`config.mk`:
```
export PLATFORM = sky130hd
export DESIGN_NAME = tdu_trap_dispatch
export DESIGN_NICKNAME = d
export VERILOG_FILES = /design/src/include/tdu_pkg.sv /design/src/verilog/tdu_prio.sv /design/src/verilog/tdu_trap_dispatch.sv
export SDC_FILE = /design/constraint.sdc
export NUM_CORES = 1
export LEC_CHECK = 0
export BUFFER_PORTS_ARGS = -buffer_cell sky130_fd_sc_hd__buf_4
export CORE_UTILIZATION = 35
export CTS_CLUSTER_SIZE = 30
export DETAILED_ROUTE_END_ITERATION = 10
export PLACE_DENSITY = 0.71
export SKIP_CTS_REPAIR_TIMING = 1
export SYNTH_ARGS = -nofsm -noshare
export SYNTH_HDL_FRONTEND = slang
export SYNTH_HIERARCHICAL = 1
export SYNTH_SLANG_ARGS = --single-unit
export TNS_END_PERCENT = 20
```
`constraint.sdc`:
```
create_clock -name i_clock -period 3.8 [get_ports i_clock]
set_input_delay 0 -clock i_clock [delete_from_list [all_inputs] [get_ports i_clock]]
set_output_delay 0 -clock i_clock [all_outputs]
set_load 0.005 [all_outputs]
```
`src/include/tdu_pkg.sv`:
```
// Overview of operation
// - each trap vectors to a table slot holding four handler instructions.
// - table base comes from trap base field; slot chosen by trap type.
// - one half of table for hardware traps, other half for software traps.
// - taking a trap decrements the current window pointer.
// - trapped pc and next pc are written into two locals of new window.
// - before each instruction pick highest-priority pending request and trap.
// - machine-check error marks execution as not resumable.
// - every trap is classed precise, deferred or interrupting.
// - precise trap taken before the inducing instruction changes visible state.
// - local 1 gets trapping pc, local 2 gets next pc for precise trap.
// - all older instructions complete before a precise trap is taken.
// - no younger instruction has executed when a precise trap is taken.
// - deferred trap tied to an instruction, may follow state changes.
// - deferred trap taken before any dependent instruction executes.
// - deferred trap not postponed past precise, except float/coproc ones; a pending exception here is always taken before a queued deferred trap.
// - an instruction forces a pending deferred exception to trap.
// - trapped stream may resume after a deferred trap is handled.
// - privileged reads expose deferred queue state to supervisor.
// - without deferred traps, float/coproc exceptions are synchronous.
// - interrupts gated by interrupt level field and trap enable field.
// - default model makes all traps precise except float/coproc ones; interrupts and exceptions of interrupting class stay interrupting.
package tdu_pkg;
  localparam int TDU_TT_W = 8;
  localparam int TDU_TBA_W = 20;
  localparam int TDU_SLOT_LSB = 4;
  localparam int TDU_NREQ = 8;
  localparam logic [3:0] TDU_SLOT_ZERO = 4'h0;
  localparam logic [TDU_TT_W-1:0] TDU_SW_HALF = 8'h80;
  localparam logic [4:0] TDU_LOC_PC = 5'h11;
  localparam logic [4:0] TDU_LOC_NPC = 5'h12;
  localparam logic [3:0] TDU_IRQ_LEVEL15 = 4'hf;
  typedef enum logic [1:0] {
    TDU_CAT_PRECISE,
    TDU_CAT_DEFERRED,
    TDU_CAT_INTERRUPTING
  } tdu_cat_t;
  typedef enum logic [1:0] {
    TDU_IDLE,
    TDU_SAVE_PC,
    TDU_SAVE_NPC
  } tdu_state_t;
endpackage : tdu_pkg

```
`src/verilog/tdu_prio.sv`:
```
`timescale 1ns/1ns
// lowest index is highest priority; fixed order keeps selection one level deep
module tdu_prio
  import tdu_pkg::*;
#(
  parameter int NREQ = TDU_NREQ
) (
  input wire logic [NREQ-1:0] i_req,
  output logic o_any,
  output logic [$clog2(NREQ)-1:0] o_index
);
  always_comb begin
    o_any = 1'b0;
    o_index = '0;
    for (int k = NREQ - 1; k >= 0; k--) begin
      if (i_req[k]) begin
        o_any = 1'b1;
        o_index = k[$clog2(NREQ)-1:0];
      end
    end
  end
endmodule : tdu_prio

```
`src/verilog/tdu_trap_dispatch.sv`:
```
`timescale 1ns/1ns
module tdu_trap_dispatch
  import tdu_pkg::*;
#(
  parameter int NREQ = TDU_NREQ,
  parameter int NWIN = 8
) (
  input wire logic i_clock,
  input wire logic i_resetn,
  // instruction boundary and pipeline status
  input wire logic i_insn_boundary,
  input wire logic i_older_done,
  input wire logic [31:0] i_pc,
  input wire logic [31:0] i_npc,
  // exception sources: fixed priority, per source type and category
  input wire logic [NREQ-1:0] i_exc_req,
  input wire logic [NREQ*TDU_TT_W-1:0] i_exc_type,
  input wire logic [NREQ*2-1:0] i_exc_cat,
  input wire logic [NREQ-1:0] i_exc_fpcp,
  // software trap instruction
  input wire logic i_sw_trap,
  input wire logic [6:0] i_sw_num,
  // external interrupt
  input wire logic [3:0] i_irq_level,
  input wire logic [3:0] i_interrupt_level_field,
  input wire logic i_trap_enable_field,
  // trap base register
  input wire logic [TDU_TBA_W-1:0] i_trap_base_field,
  input wire logic [$clog2(NWIN)-1:0] i_cwp,
  // deferred queue
  input wire logic i_deferred_pending,
  input wire logic i_force_deferred,
  input wire logic i_dep_insn,
  input wire logic i_machine_check,
  input wire logic i_resume,
  output logic o_issue_block,
  output logic o_trap_taken,
  output logic [31:0] o_entry_addr,
  output logic [$clog2(NWIN)-1:0] o_cwp,
  output logic o_cwp_write,
  output logic o_reg_we,
  output logic [4:0] o_reg_addr,
  output logic [31:0] o_reg_data,
  output logic [1:0] o_trap_cat,
  output logic o_not_resumable,
  output logic o_deferred_view
);
  localparam int IW = $clog2(NREQ);
  localparam int CW = $clog2(NWIN);

  typedef struct packed {
    tdu_state_t st;
    logic block;
    logic taken;
    logic [31:0] entry;
    logic [CW-1:0] cwp;
    logic cwp_we;
    logic we;
    logic [4:0] addr;
    logic [31:0] data;
    logic [31:0] pc;
    logic [31:0] next_program_counter;
    logic [1:0] cat;
    logic nores;
    logic dview;
  } tdu_st_t;

  tdu_st_t r;
  tdu_st_t next_r;

  logic any_exc;
  logic [IW-1:0] sel;
  logic irq_ok;
  logic want;
  logic [TDU_TT_W-1:0] tt;
  logic [1:0] cat;
  logic [TDU_TT_W-1:0] sel_tt;
  logic [1:0] sel_cat;

  // ==========================================================
  // request selection
  tdu_prio #(.NREQ(NREQ)) u_prio (
    .i_req(i_exc_req),
    .o_any(any_exc),
    .o_index(sel)
  );

  // level 15 is non-maskable by level; all gated by enable
  assign irq_ok = i_trap_enable_field && (i_irq_level != 4'h0)
    && ((i_irq_level > i_interrupt_level_field) || (i_irq_level == TDU_IRQ_LEVEL15));
  assign sel_tt = i_exc_type[sel*TDU_TT_W +: TDU_TT_W];
  assign sel_cat = i_exc_cat[sel*2 +: 2];

  always_comb begin
    want = 1'b0;
    tt = '0;
    cat = TDU_CAT_PRECISE;
    if (any_exc && i_trap_enable_field) begin
      want = 1'b1;
      tt = sel_tt;
      // default model: only float/coproc may stay deferred; unknown codes fall back to precise
      if (sel_cat == TDU_CAT_INTERRUPTING) begin
        cat = TDU_CAT_INTERRUPTING;
      end else if (sel_cat == TDU_CAT_DEFERRED && i_exc_fpcp[sel]) begin
        cat = TDU_CAT_DEFERRED;
      end else begin
        cat = TDU_CAT_PRECISE;
      end
    end else if (i_deferred_pending && (i_force_deferred || i_dep_insn)) begin
      want = i_trap_enable_field;
      cat = TDU_CAT_DEFERRED;
    end else if (irq_ok) begin
      want = 1'b1;
      tt = {4'h1, i_irq_level};
      cat = TDU_CAT_INTERRUPTING;
    end else if (i_sw_trap && i_trap_enable_field) begin
      want = 1'b1;
      tt = TDU_SW_HALF | {1'b0, i_sw_num};
      cat = TDU_CAT_PRECISE;
    end
  end

  // ==========================================================
  // trap entry sequence
  always_comb begin
    next_r = r;
    next_r.taken = 1'b0;
    next_r.cwp_we = 1'b0;
    next_r.we = 1'b0;
    if (i_machine_check) begin
      next_r.nores = 1'b1;
    end else if (i_resume) begin
      next_r.nores = 1'b0;
    end
    next_r.dview = i_deferred_pending;
    case (r.st)
      TDU_IDLE: begin
        next_r.block = 1'b0;
        // older instructions must finish; younger ones never issue past boundary
        if (i_insn_boundary && i_older_done && want) begin
          next_r.st = TDU_SAVE_PC;
          next_r.block = 1'b1;
          next_r.taken = 1'b1;
          next_r.entry = {i_trap_base_field, tt, TDU_SLOT_ZERO};
          // live pointer, not the idle copy, so a trap right after reset or a window change is right
          next_r.cwp = i_cwp - 1'b1;
          next_r.cwp_we = 1'b1;
          next_r.pc = i_pc;
          next_r.next_program_counter = i_npc;
          next_r.cat = cat;
        end else begin
          next_r.cwp = i_cwp;
        end
      end
      TDU_SAVE_PC: begin
        next_r.we = 1'b1;
        next_r.addr = TDU_LOC_PC;
        next_r.data = r.pc;
        next_r.st = TDU_SAVE_NPC;
      end
      TDU_SAVE_NPC: begin
        next_r.we = 1'b1;
        next_r.addr = TDU_LOC_NPC;
        next_r.data = r.next_program_counter;
        next_r.st = TDU_IDLE;
        next_r.block = 1'b1;
      end
      default: begin
        next_r.st = TDU_IDLE;
      end
    endcase
  end

  always_ff @(posedge i_clock or negedge i_resetn) begin
    if (!i_resetn) begin
      r <= '0;
    end else begin
      r <= next_r;
    end
  end

  assign o_issue_block = r.block;
  assign o_trap_taken = r.taken;
  assign o_entry_addr = r.entry;
  assign o_cwp = r.cwp;
  assign o_cwp_write = r.cwp_we;
  assign o_reg_we = r.we;
  assign o_reg_addr = r.addr;
  assign o_reg_data = r.data;
  assign o_trap_cat = r.cat;
  assign o_not_resumable = r.nores;
  assign o_deferred_view = r.dview;
endmodule : tdu_trap_dispatch

```
Yosys cells after proc, flatten, opt, wreduce, memory -nomap -nowiden
Index checks and enable logic that the tools add are counted.
{"block": "word_totals", "inputBits": 209, "mem_bits_rw": 0, "register_bits": 142, "latchBits": 0, "output_inout_bits": 80, "elab_cells": 81, "memories": 0, "rom_bits": 0}
{"block": "classes", "muxes": 40, "n_mul": 0, "n_addsub": 1, "n_reduce_logical": 16, "div_mod_pow": 0, "n_bitwise": 0, "n_eq_ne": 6, "magnitude_cmp": 2, "shift": 2}
{"operator": "$pmux W38 S2", "count": 1}
{"operator": "$shiftx A64 B7 Y8", "count": 1}
{"operator": "$mux W37", "count": 1}
{"operator": "$mux W36", "count": 1}
{"operator": "$mux W8", "count": 4}
{"operator": "$mux W3", "count": 9}
{"operator": "$mux W1", "count": 17}
{"operator": "$shiftx A16 B5 Y2", "count": 1}
{"operator": "$logic_and A1 B1 Y1", "count": 8}
{"operator": "$mux W2", "count": 4}
{"operator": "$reduce_bool A2 Y1", "count": 3}
{"operator": "$eq A2 B1 Y1 const B", "count": 2}
{"operator": "$eq A2 B2 Y1 const B", "count": 2}
{"operator": "$eq A4 B4 Y1 const B", "count": 1}
{"operator": "$gt A4 B4 Y1", "count": 1}
{"operator": "$lt A3 B4 Y1 const B", "count": 1}
{"operator": "$pmux W2 S2", "count": 1}
{"operator": "$reduce_bool A4 Y1", "count": 1}
{"operator": "$bmux W1 S3", "count": 1}
{"operator": "$sub A3 B1 Y3 const B", "count": 1}
{"operator": "$logic_not A2 Y1", "count": 1}
{"operator": "$logic_or A1 B1 Y1", "count": 2}
{"operator": "$ne A2 B2 Y1 const B", "count": 1}
{"operator": "$pmux W1 S2", "count": 1}
{"operator": "$reduce_and A2 Y1", "count": 1}

Longest topological paths before layout
{"block": "logic_depth", "depth_word": 14, "ltp_mapped": 10, "depth_no_buf": 8}

Modules after synthesis
Netlist, hierarchy kept.
{"mod": "tdu_trap_dispatch", "instances": 1, "seq_area_each_um2": 3478.3, "cells_per_inst": 556, "area_per_inst_um2": 6881.6}
{"mod": "tdu_prio", "instances": 1, "seq_area_each_um2": 0.0, "cells_per_inst": 13, "area_per_inst_um2": 80.1}

Least setup slack after synthesis
No wires, ideal clock.
{"block": "synth_path", "kind": "input-to-reg", "start": "input i_exc_req[5]", "end": "register r, in the netlist o_entry_addr[6]", "t_required_ns": 3.671, "stages": 10, "arrival_ns": 2.061, "setup_ns": 0.129, "path_buffers": 2, "slack_ns": 1.611, "path_cell_list": "nor2_1 -> o21ai_0 -> a211oi_1 -> buf_2 -> buf_2 -> mux4_2 -> mux2i_1 -> nor2_1 -> a221oi_1 -> a21oi_1"}
{"block": "synth_via", "elab_cells_between_ends": 18, "classes_between": "shift: 1; mux: 14; reduce/logical: 3"}
{"item": "start, declared", "line": "tdu_trap_dispatch.sv:16", "source": "input wire logic [NREQ-1:0] i_exc_req,"}
{"item": "$mux W3 (6 in series)", "line": "tdu_prio.sv:16", "source": "if (i_req[k]) begin"}
{"item": "net sel[1]", "line": "tdu_trap_dispatch.sv:72", "source": "logic [IW-1:0] sel;"}
{"item": "$shiftx A64 B7 Y8", "line": "tdu_trap_dispatch.sv:91", "source": "assign sel_tt = i_exc_type[sel*TDU_TT_W +: TDU_TT_W];"}
{"item": "$mux W8", "line": "tdu_trap_dispatch.sv:98", "source": "if (any_exc && i_trap_enable_field) begin"}
{"item": "end signal, assigned", "line": "tdu_trap_dispatch.sv:178", "source": "r <= next_r;"}
{"item": "end, declared", "line": "tdu_trap_dispatch.sv:68", "source": "tdu_st_t r;"}
The timed path passes the listed nets, and every way through them passes these cells.
A chain may end at the register's enable or synchronous reset.

Final worst setup path
Ends and elaborated chain as after synthesis.

==> results.json <==
{
  "outcome": "finished clean",
  "synth_edf_count": 0,
  "antenna_found_initial": 0,
  "hold_class": "in2reg",
  "port_buffers": 282,
  "fmax_mhz": 415.5,
  "p_sw_mw": 2.236,
  "fin_setup_tns_ns": 0,
  "yosysTopAreaCellShare": 0.4996,
  "p_clk_frac": 0.248,
  "start_util": 0.3577,
  "power_density_mw_per_mm2": 661.7,
  "preCtsSetupSlack_ns": 1.252,
  "ys_ff_latch": 139,
  "crit_path_end_kind": "register",
  "grt-ovfl-total": 0,
  "crit_fanout": 18,
  "grt_pass1_wl_um": 27500,
  "ir_drop_uv": 290.7,
  "fin_crit_ns": 2.407,
  "yosys_warnings": 6,
  "htreeDepth": 4,
  "drive_above_1_share": 0.4731,
  "row_count": 51,
  "core_area_mm2": 0.01946,
  "num-nets-final": 1098,
  "hpwl_um": 13010,
  "dieArea_mm2": 0.02046,
  "setup_ws_ns": 1.393,
  "ys.flop_type": "dfrtp_1",
  "final_cell_area_mm2": 0.01046,
  "yosys-top-cells-area": "dfrtp_1, mux2_2, buf_4",
  "grt_usage": 0.1778,
  "wirelength_um": 19420,
  "pwr-share-seq": 0.381,
  "clkTransAtPathRegs_ns": 0.06,
  "die_h_um": 143.0,
  "drv_cap": 0,
  "cts_root_buf": "clkbuf_16",
  "ant_nets": 0,
  "crit_arrival_ns": 2.68,
  "clock_latency_ns": 0.41,
  "yosysUniqueCellTypes": 43,
  "required_ns": 4.08,
  "cts_sinks": 139,
  "antenna_cells": 0,
  "power_frac_comb": 0.372,
  "synthToLayoutAreaGrowth_pct": 50.23,
  "vias": 5582,
  "multi_input_area_mm2": 0.002765,
  "maxSlewViolCount": 0,
  "synth_area_mm2": 0.006962,
  "drc_errors": 0,
  "rsz0062_at_grt": "false",
  "setup_viol": 0,
  "yosysSeqAreaShare": 0.4996,
  "cts_tree": "done",
  "swShare": 0.3230,
  "cp-start-kind": "input pin",
  "grt_pass1_vias": 5337,
  "synthCells": 569,
  "p_int_mw": 4.685,
  "hold_viol": 0,
  "avgRoutedWirePerCell_um": 16.79,
  "gp_congestion": 0.8437,
  "numCtsBuffers": 17,
  "synth_area_per_cell_um2": 12.23,
  "worst_slew_pin_slew_ns": 0.8873,
  "nFillCells": 1664,
  "io_pins": 289,
  "synthArstFlopShare": 1.000,
  "crit_type": "in2reg",
  "regArea_mm2": 0.003478,
  "drt-pass1-iter-count": 5,
  "drtIter0Drc": 240,
  "maxSlewHeadroom": 0.4085,
  "cts_buffer_depth": 2,
  "grt_max_degree": 68,
  "synth_area_leader_cell": "dfrtp_1",
  "dpl-instance-area_mm2": 0.008810,
  "vias_per_cell": 4.825,
  "final_util": 0.5374,
  "timing.final.crit_share": 0.6333,
  "skew_ns": 0.008618,
  "die_w_um": 143.0,
  "leakage_nw": 4.737
}
[cells by family after synthesis]
group,after synthesis,synth area share
XOR/XNOR,2,0.002517
other,1,0.0005387
AO/OA/AOI/OAI,104,0.09670
flip-flops,139,0.4996
AND/OR/NAND/NOR,77,0.04835
buffers and inverters,118,0.1098
adder cells (fa/ha/maj),9,0.01618
multiplexers,119,0.2263
[flip-flops by register name, indices dropped and copies added (netlist names)]
signal	count
o_reg_we	1
o_trap_cat	2
o_cwp_write	1
r	66
o_not_resumable	1
o_reg_addr	3
o_deferred_view	1
o_entry_addr	28
o_cwp	3
o_reg_data	32
o_issue_block	1
[path summary, 6_finish.rpt]
| path | from | endpoint | slack (ns) | cells past startpoint |
|---|---|---|---|---|
| worst min-delay path | i_insn_boundary | o_cwp[2]$_DFFE_PN0P_ | 0.04 | 5 |
| worst min register to register | r[25]$_DFFE_PN0P_ | r[25]$_DFFE_PN0P_ | 0.49 | 1 |
| max in group asynchronous | i_resetn | o_reg_data[2]$_DFFE_PN0P_ | 2.64 | 3 |
| worst max register to register | r[145]$_DFFE_PN0P_ | o_entry_addr[17]$_DFFE_PN0P_ | 1.64 | 6 |
| worst max-delay path | i_exc_req[5] | o_entry_addr[6]$_DFFE_PN0P_ | 1.39 | 11 |
| min in group asynchronous | i_resetn | o_reg_data[13]$_DFFE_PN0P_ | 0.13 | 2 |
[layer usage]
layer	global-route usage	part of all wire	up-vias
li1	-	-	2583
met1	0.1966	0.38	2729
met2	0.3125	0.54	240
met3	0.05634	0.065	30
met4	0.07640	0.019	0
met5	0	0	-
[metrics by stage]
stage               cells  total power, mW  hold WS [ns]
floorplan             574            4.393       -0.2956
global placement     1022            5.034       0.03492
finish               1157            6.921       0.04283
detailed placement   1022            5.123       0.03654
global route         1157            7.379       0.07613
CTS                  1053            6.876       -0.4231
[worst max-delay path, cell delays in order]
cell,delay [ns]
buf_4,0.12
nor2_1,0.10
o21ai_0,0.16
a211oi_4,0.45
buf_4,0.34
mux4_2,0.34
mux2i_1,0.15
nor2_1,0.08
a221oi_1,0.25
dlygate4sd3_1,0.61
a21oi_1,0.07
[power groups by stage]
| stage | clock network, mW | logic [mW] | registers, mW |
|---|---|---|---|
| global placement | 0 | 2.42 | 2.61 |
| finish | 1.71 | 2.57 | 2.64 |
| detailed placement | 0 | 2.48 | 2.64 |
| global route | 1.83 | 2.83 | 2.72 |
| CTS | 1.76 | 2.49 | 2.62 |
| floorplan | 0 | 1.87 | 2.52 |
[area by class of cell]
type                            instances  share of cell area
Multi-Input combinational cell        317              0.2644
Tap cell                              265             0.03170
Sequential cell                       139              0.3326
Clock inverter                         14             0.01747
Clock buffer                           17             0.04067
Inverter                               11            0.003948
Timing Repair Buffer                  394              0.3092
[cells in the mapped netlist (all sizes together) (2+ instances only)]
library cell    n
nand2           3
a21oi          52
ha              9
nor4            4
nand4           2
xnor2           2
mux2i          10
a211oi          2
clkbuf         10
nor2           58
buf            97
dfrtp         139
a22oi          32
mux2           87
mux4           22
nor2b           4
a21o            2
inv            11
o21ai           3
a221oi          4
[cell usage in the layout, fill, tap and decap left out, types with 3 or more instances in the layout]
master,netlist,routed
clkbuf_16,0,17
mux2_2,70,70
nor4_1,3,3
dfrtp_1,139,139
a21oi_1,52,52
mux2_1,17,17
nor2_1,58,58
a221oi_1,4,4
dlygate4sd3_1,0,104
inv_6,0,6
a22oi_1,32,32
nor2b_1,4,4
mux2i_1,10,10
ha_2,0,3
bufinv_16,0,3
conb_1,1,6
inv_1,11,11
nand2_1,3,3
mux4_2,22,22
ha_1,9,6
buf_4,78,288
(Power assumes the default switching activity.)
